### config.mk
export PLATFORM = sky130hd
export DESIGN_NAME = cpu_domain_idle_gating
export DESIGN_NICKNAME = d
export VERILOG_FILES = /design/src/hw/idle_check.v /design/src/hw/cpu_domain_idle_gating.v
export VERILOG_INCLUDE_DIRS = /design/src /design/src/hw
export SDC_FILE = /design/constraint.sdc
export NUM_CORES = 1
export LEC_CHECK = 0
export BUFFER_PORTS_ARGS = -buffer_cell sky130_fd_sc_hd__buf_2
export CORE_UTILIZATION = 43
export CTS_CLUSTER_DIAMETER = 60
export CTS_CLUSTER_SIZE = 14
export DETAILED_ROUTE_END_ITERATION = 10
export PLACE_DENSITY = 0.83
export SYNTH_ARGS = -nofsm -noshare
export SYNTH_HDL_FRONTEND = slang
export SYNTH_HIERARCHICAL = 1
export SYNTH_SLANG_ARGS = --single-unit
### constraint.sdc
create_clock -name clk_i -period 3.45 [get_ports clk_i]
set_input_delay 0.345 -clock clk_i [delete_from_list [all_inputs] [get_ports clk_i]]
set_output_delay 0.345 -clock clk_i [all_outputs]
set_load 0.02 [all_outputs]
### src/hw/cpu_idle_map.vh
// Purpose: Offsets, field positions, reset values and patterns of the CPU domain idle gating block
// Assumes: Wishbone byte addressing, one 32-bit word per register, four bytes apart
// Notes: Definitions only
`ifndef CPU_IDLE_MAP_VH
`define CPU_IDLE_MAP_VH
`define ADDR_IDLE_REQUEST_CONFIG 4'h0
`define ADDR_IDLE_APPLIED_STATE 4'h4
`define ADDR_INT_FLAG_REG_ONE 4'h8
`define ADDR_INT_MASK 4'hc
`define BIT_CORE 0
`define BIT_DATA_PORT 5
`define BIT_IO_PORT 6
`define BIT_DMA_PORT 7
`define BIT_FETCH_PORT 8
`define BIT_ACCEL 9
`define FIXED_LSB 1
`define FIXED_MSB 4
`define FIXED_PATTERN 4'h7
`define CFG_RESET 16'h0000
`define STATE_RESET 16'h0000
`define CFG_WMASK 16'h03ff
`define STATE_MASK 16'h03e1
`define WAKE_MASK 16'h0161
`define IRQ_BUS_FAULT 0
`define IRQ_APPLIED 1
`define IRQ_WIDTH 2
`endif

### src/hw/idle_check.v
// Purpose: Decides whether an idle request word is a legal configuration
// Assumes: Combinational, pure function of the word
// Notes: Used by the gating top once per idle instruction
`timescale 1ns/1ns
`include "cpu_idle_map.vh"
module idle_check
(
    input wire [15:0] cfg_i,
    output wire valid_o
);
    wire any_port;
    wire cpu_dep;
    wire bad_fixed;
    wire bad_dep;
    assign any_port = cfg_i[`BIT_DATA_PORT] | cfg_i[`BIT_IO_PORT] | cfg_i[`BIT_FETCH_PORT]
        | cfg_i[`BIT_DMA_PORT];
    assign cpu_dep = cfg_i[`BIT_DATA_PORT] | cfg_i[`BIT_IO_PORT] | cfg_i[`BIT_FETCH_PORT];
    assign bad_fixed = any_port & (cfg_i[`FIXED_MSB:`FIXED_LSB] != `FIXED_PATTERN);
    assign bad_dep = cpu_dep & ~cfg_i[`BIT_CORE];
    assign valid_o = ~(bad_fixed | bad_dep);
endmodule // idle_check

### src/hw/cpu_domain_idle_gating.v
// Purpose: Idle gating control of the CPU clock domain with a Wishbone register port
// Assumes: One 20 MHz clock, synchronous active-high reset, inputs synchronous to clk_i
// Notes: Gate enables are active high meaning the sub-domain is disabled
//
// Overview of operation
// - Config bit 9 set gates the FFT accelerator on the next idle instruction.
// - Config bit 8 set disables the instruction fetch port after the idle instruction.
// - Config bit 7 set disables the DMA memory port after the idle instruction.
// - Config bit 6 set disables the I/O space port after the idle instruction.
// - Config bit 5 set disables the data memory port after the idle instruction.
// - Config bit 0 set stops the CPU clock after the idle instruction.
// - The read-only status register shows bits 9,8,7,6,5,0 as applied idle state.
// - An invalid idle sets the bus fault flag and changes no gating.
// - Any port idle bit set with the fixed field not 0111 is invalid.
// - Data, I/O or fetch port idle bit set without the CPU bit is invalid.
// - Writing the config does nothing until the idle instruction copies it to status.
// - A core interrupt on core_int_i, which no mask gates, clears status bits 0, 5, 6 and 8 only.
`timescale 1ns/1ns
`include "cpu_idle_map.vh"
module cpu_domain_idle_gating
(
    input wire clk_i,
    input wire rst_i,
    input wire [31:0] adr_i,
    input wire [31:0] dat_i,
    output reg [31:0] dat_o,
    input wire [3:0] sel_i,
    input wire we_i,
    input wire cyc_i,
    input wire stb_i,
    output reg ack_o,
    output reg err_o,
    input wire idle_instr_i,
    input wire core_int_i,
    output reg accel_idle_state_o,
    output reg fetch_port_idle_state_o,
    output reg dma_mem_port_idle_state_o,
    output reg io_space_port_idle_state_o,
    output reg data_mem_port_idle_state_o,
    output reg core_idle_state_o,
    output reg bus_fault_flag_o,
    output reg irq_o
);
    reg [15:0] idle_request_config;
    reg [15:0] idle_applied_state;
    reg [`IRQ_WIDTH-1:0] int_flag_reg_one;
    reg [`IRQ_WIDTH-1:0] int_mask;
    reg [15:0] next_config;
    reg [15:0] next_state;
    reg [`IRQ_WIDTH-1:0] next_flags;
    reg [`IRQ_WIDTH-1:0] next_mask;
    reg [31:0] next_rdata;
    wire cfg_valid;
    wire req;
    wire wr;
    wire rd;
    wire hit;
    wire wr_cfg;
    wire wr_flags;
    wire wr_mask;
    wire idle_apply;
    wire idle_reject;
    wire [15:0] cfg_wmask;

    // One decode for the write selects; reads decode adr_i[3:0] in their own case
    function reg_at;
        input [31:0] adr;
        input [3:0] offset;
        begin
            reg_at = (adr[31:4] == 28'h0000000) && (adr[3:0] == offset);
        end
    endfunction

    assign req = cyc_i & stb_i & ~ack_o & ~err_o;
    assign wr = req & we_i;
    assign rd = req & ~we_i;
    assign hit = (adr_i[31:4] == 28'h0000000);
    assign wr_cfg = wr & reg_at(adr_i, `ADDR_IDLE_REQUEST_CONFIG);
    assign wr_flags = wr & sel_i[0] & reg_at(adr_i, `ADDR_INT_FLAG_REG_ONE);
    assign wr_mask = wr & sel_i[0] & reg_at(adr_i, `ADDR_INT_MASK);
    assign idle_apply = idle_instr_i & cfg_valid;
    assign idle_reject = idle_instr_i & ~cfg_valid;
    assign cfg_wmask = `CFG_WMASK;

    idle_check u_check
    (
        .cfg_i(idle_request_config),
        .valid_o(cfg_valid)
    );

    // Status: copy on valid idle, wake on interrupt; wake wins so the core is never lost asleep
    always @*
    begin
        next_state = idle_applied_state;
        if (idle_apply)
        begin
            next_state = idle_request_config & `STATE_MASK;
        end
        if (core_int_i)
        begin
            next_state = next_state & ~`WAKE_MASK;
        end
    end

    // Flags: hardware set beats a write-one clear in the same cycle
    always @*
    begin
        next_flags = int_flag_reg_one;
        if (wr_flags)
        begin
            next_flags = next_flags & ~dat_i[`IRQ_WIDTH-1:0];
        end
        if (idle_reject)
        begin
            next_flags[`IRQ_BUS_FAULT] = 1'b1;
        end
        if (idle_apply)
        begin
            next_flags[`IRQ_APPLIED] = 1'b1;
        end
    end

    // Only lanes 0 and 1 exist; reserved bits 15-10 are never stored, so they read back zero
    always @*
    begin
        next_config = idle_request_config;
        if (wr_cfg && sel_i[0])
        begin
            next_config[7:0] = dat_i[7:0];
        end
        if (wr_cfg && sel_i[1])
        begin
            next_config[15:8] = dat_i[15:8] & cfg_wmask[15:8];
        end
    end

    always @*
    begin
        next_mask = int_mask;
        if (wr_mask)
        begin
            next_mask = dat_i[`IRQ_WIDTH-1:0];
        end
    end

    // Unmapped offsets inside the window answer zero instead of an error; status is read-only
    always @*
    begin
        next_rdata = 32'h00000000;
        if (rd && hit)
        begin
            case (adr_i[3:0])
                `ADDR_IDLE_REQUEST_CONFIG: next_rdata = {16'h0000, idle_request_config};
                `ADDR_IDLE_APPLIED_STATE: next_rdata = {16'h0000, idle_applied_state};
                `ADDR_INT_FLAG_REG_ONE: next_rdata = {{(32-`IRQ_WIDTH){1'b0}}, int_flag_reg_one};
                `ADDR_INT_MASK: next_rdata = {{(32-`IRQ_WIDTH){1'b0}}, int_mask};
                default: next_rdata = 32'h00000000;
            endcase
        end
    end

    always @(posedge clk_i)
    begin
        if (rst_i)
        begin
            idle_request_config <= `CFG_RESET;
            int_mask <= {`IRQ_WIDTH{1'b0}};
        end
        else
        begin
            idle_request_config <= next_config;
            int_mask <= next_mask;
        end
    end

    always @(posedge clk_i)
    begin
        if (rst_i)
        begin
            idle_applied_state <= `STATE_RESET;
            int_flag_reg_one <= {`IRQ_WIDTH{1'b0}};
        end
        else
        begin
            // Rejected idle leaves next_state equal to the old value
            idle_applied_state <= next_state;
            int_flag_reg_one <= next_flags;
        end
    end

    // One flop per gate enable, loaded from the same next value as the status register
    always @(posedge clk_i)
    begin
        if (rst_i)
        begin
            accel_idle_state_o <= 1'b0;
        end
        else
        begin
            accel_idle_state_o <= next_state[`BIT_ACCEL];
        end
    end

    always @(posedge clk_i)
    begin
        if (rst_i)
        begin
            fetch_port_idle_state_o <= 1'b0;
        end
        else
        begin
            fetch_port_idle_state_o <= next_state[`BIT_FETCH_PORT];
        end
    end

    always @(posedge clk_i)
    begin
        if (rst_i)
        begin
            dma_mem_port_idle_state_o <= 1'b0;
        end
        else
        begin
            dma_mem_port_idle_state_o <= next_state[`BIT_DMA_PORT];
        end
    end

    always @(posedge clk_i)
    begin
        if (rst_i)
        begin
            io_space_port_idle_state_o <= 1'b0;
        end
        else
        begin
            io_space_port_idle_state_o <= next_state[`BIT_IO_PORT];
        end
    end

    always @(posedge clk_i)
    begin
        if (rst_i)
        begin
            data_mem_port_idle_state_o <= 1'b0;
        end
        else
        begin
            data_mem_port_idle_state_o <= next_state[`BIT_DATA_PORT];
        end
    end

    always @(posedge clk_i)
    begin
        if (rst_i)
        begin
            core_idle_state_o <= 1'b0;
        end
        else
        begin
            core_idle_state_o <= next_state[`BIT_CORE];
        end
    end

    always @(posedge clk_i)
    begin
        if (rst_i)
        begin
            bus_fault_flag_o <= 1'b0;
            irq_o <= 1'b0;
        end
        else
        begin
            bus_fault_flag_o <= next_flags[`IRQ_BUS_FAULT];
            // Next mask as well, so a mask write shows on irq_o without a cycle of lag
            irq_o <= |(next_flags & next_mask);
        end
    end

    // One registered answer per request; the req term stops an ack in the cycle right after an ack
    always @(posedge clk_i)
    begin
        if (rst_i)
        begin
            ack_o <= 1'b0;
            err_o <= 1'b0;
        end
        else
        begin
            ack_o <= req & hit;
            err_o <= req & ~hit;
        end
    end

    always @(posedge clk_i)
    begin
        if (rst_i)
        begin
            dat_o <= 32'h00000000;
        end
        else
        begin
            dat_o <= next_rdata;
        end
    end
endmodule // cpu_domain_idle_gating

==> summary by stage <==
Placement
After legalization and detailed placement, the total HPWL measured 2.58 mm. Routability-driven placement finished with a final weighted congestion of 0.782. The placed instance area is 1880 um^2. The setup slack at placement is 1140 ps.

The number of port buffers is 70.

Layout
The number of inserted filler cells in the final layout is 316. The final cell area excluding filler cells is 1970 um^2. From synthesis to final layout, the design area changed by 25.6%. For this run, the post-layout net count is 308. Leaving out fill and tap cells, the most frequent cells in the layout are buf_2, dfxtp_1, conb_1, mux2i_1, nor2_1. The layout cell share with drive strength beyond 1 is 38.0%. The antenna diode count is 0.

Leaving out fill and tap cells, the most frequent cell in the layout is buf_2. The utilization after layout is 57.6%.

Routing
The total DRC errors in the routed layout is 0. The final wirelength is 3.29 mm. The via count is 1,322.

The average wire length per cell after detail routing is 11.7 um. The detailed router finished its first iteration with 43 violations. The detail-routed via count per cell is 4.72. The first-pass iteration count of the detailed router is 4.

The number of nets with antenna violations after detailed routing is 0.

GRT
The remaining global-route overflow is 0. The number of antenna violations at the first check in global routing came to 0. Entering global routing, the biggest net connects 23 pins. The global-route wire length before repair is 5.60 mm. The number of global-route vias before repair is 1,253.

Global routing used 18.5% of the available tracks.

STA
The maximum frequency from static timing analysis is 472 MHz. Setup repair after global routing left no endpoint under its margin. The accumulated negative setup slack is 0 ps. Subtracting the final worst setup slack from the clock period gives 2120 ps. The final-report hold violation count is 0.

Dividing the final minimum period by the clock period gives 61.4%. The final clock skew is 11.6 ps. For the pin with the worst max-slew slack, the measured transition is 725 ps. The count of endpoints failing setup in the final report is 0.

The number of max-slew violations in the final report is 0. Headroom to the max-slew limit came out at 51.3%. After layout, the worst setup slack is 1330 ps.

Power
Total power for the finished layout comes to 761 uW. Cell internal power was estimated by the tool at 584 uW. Sequential cells account for 50.3% of the total power. The switching power is 176 uW. In this run the static leakage power is 0.000906 uW. Net switching is 23.2% of the power.

The clock group share of total power is 39.3%. In this run, the combinational gates consume 10.4% of the power. Across the VDD grid, the largest voltage drop is 230 uV. The power density normalized to cell area is 386 nW/um^2.

Flow run
The tool flagged a number of max-cap violations equal to 0.

Yosys
The number of warnings printed during yosys synthesis is 6. Synthesis produced a netlist whose cell count is 159. The async set or reset register ratio after synthesis is 0%. The number of storage elements in the synthesis netlist is 33.

The average cell area after synthesis is 9.85 um^2. The most instantiated flip-flop cell in the synthesis netlist is dfxtp_1. The number of synthesized flops with an enable pin is 0.

The cell area that synthesis handed to floorplanning was 1570 um^2. The part of the Yosys area used for sequential elements is 42.2%. The count of cell types in the netlist is 33.

Worst setup path
The end of the worst register-to-register path is irq_o. The slack of the worst reg-to-reg path is 1330 ps. Following the worst setup path forward leads to its endpoint at irq_o. STA classifies the critical path startpoint as a flip-flop. The critical path class is reg2reg. In this run the critical register-to-register path is launched from idle_request_config[4].

The depth of the most critical reg-to-reg path is 6. The startpoint of the most critical setup path is idle_request_config[4]. The largest fanout of any net on the critical path is 7. The required time of the critical path is 3720 ps.

Data on the critical path arrives at its endpoint at 2390 ps. The worst setup path is captured at a flip-flop.

Floorplanning
The starting utilization of the core area is 45.9%. The overall die height is 62.4 um. The die area is 3890 um^2. The number of primary I/O pins is 117. The area of the core is 3420 um^2. From left edge to right edge, the die measures 62.4 um. After floorplanning, the core was divided into 21 placement rows.

Clock tree
TritonCTS built the clock tree. Clock latency on the worst-skew pair, taken at its later pin, is 330 ps. The clock transition at the register clock pins on the worst setup and hold paths after CTS is 100 ps. The clock sink total is 33. Gates resized during post-CTS repair numbered 0. In this run, CTS created clock tree buffers numbering 5. Hold repair after CTS inserted 0 buffers. The H-tree generated during clock tree synthesis spans 2 levels. The cell at the root of the clock tree is clkbuf_4.

The clock passes through at most 2 buffers. Post-CTS timing repair inserted 0 buffers for setup.

Worst hold path
The path class of the tightest hold or removal check is in2reg.

Status
The flow ran to the end, and the final reports show no timing, DRC or antenna violations.
## metrics by stage
step | hold WS (ps) | cells
2_1_floorplan | 424 | 180
3_3_place_gp | 460 | 272
3_5_place_dp | 470 | 272
6_report | 225 | 280
5_1_grt | 198 | 280
4_1_cts | 215 | 280
## cells by family after synthesis
family | synth area share [%]
buffers and inverters | 11.6
other | 0.239
multiplexers | 15.7
flip-flops | 42.2
AO/OA/AOI/OAI | 3.83
AND/OR/NAND/NOR | 26.5
## flip-flops by register name, summed over array words and instances, names as in the netlist
| name | cells |
|---|---|
| accel_idle_state_o | 1 |
| ack_o | 1 |
| dat_o | 10 |
| err_o | 1 |
| idle_applied_state | 5 |
| idle_request_config | 10 |
| int_flag_reg_one | 2 |
| int_mask | 2 |
| irq_o | 1 |
## Yosys cell counts (2+ instances only)
library cell / count / area (um^2)
a21oi_1: 3 / 15.0
dfxtp_1: 33 / 661
mux2i_1: 20 / 200
nand3_1: 5 / 25.0
nor4_4: 2 / 42.5
nor4_2: 3 / 37.5
nand2b_1: 5 / 31.3
nor2b_1: 4 / 25.0
nor3_1: 5 / 25.0
nand2_1: 6 / 22.5
nor4_1: 7 / 43.8
mux2_2: 2 / 22.5
and4_1: 3 / 26.3
clkbuf_1: 2 / 7.51
a31oi_1: 2 / 12.5
nor2_1: 19 / 71.3
buf_4: 22 / 165
## worst max-delay path: stages (launching register included)
cell and delay [ps]:
dfxtp_1 330, nand4b_1 200, a2111o_1 430, o21ai_0 200, nand2_1 340, a31oi_1 360
a22o_1 190
## worst min path at each step
stage               cells past startpoint               start               endpoint
finish                                  2          core_int_i  idle_applied_state[8]
global route                            2          core_int_i  idle_applied_state[8]
CTS                                     2          core_int_i  idle_applied_state[5]
detailed placement                      2  accel_idle_state_o     accel_idle_state_o
global placement                        2  accel_idle_state_o     accel_idle_state_o
floorplan                               1          core_int_i  idle_applied_state[0]
## power by group through the flow
stage	Sequential (uW)	Clock, uW	Combinational (uW)
after floorplan	392	0	59.8
after global placement	391	0	77.2
after detailed placement	391	0	78.7
after CTS	383	303	78.9
after global routing	383	327	86.1
final	383	299	78.9
## cell type report
| type | instances | area, um^2 | area share, % |
|---|---|---|---|
| repair buffers | 71 | 358 | 18.2 |
| well taps | 46 | 57.6 | 2.92 |
| multi-input cells | 121 | 803 | 40.8 |
| flip-flops and latches | 33 | 661 | 33.6 |
| clock inverters | 1 | 30.0 | 1.53 |
| clock buffers | 7 | 55.1 | 2.80 |
| inverters | 1 | 3.75 | 0.191 |
## routing by layer
layer	vias up	routed length [um]	track usage (%)
met4	0	41	9.59
met5	-	0	0
met3	5	224	5.33
met2	52	1660	30.9
met1	595	1370	21.4
li1	670	-	-
(Power assumes the default switching activity.)
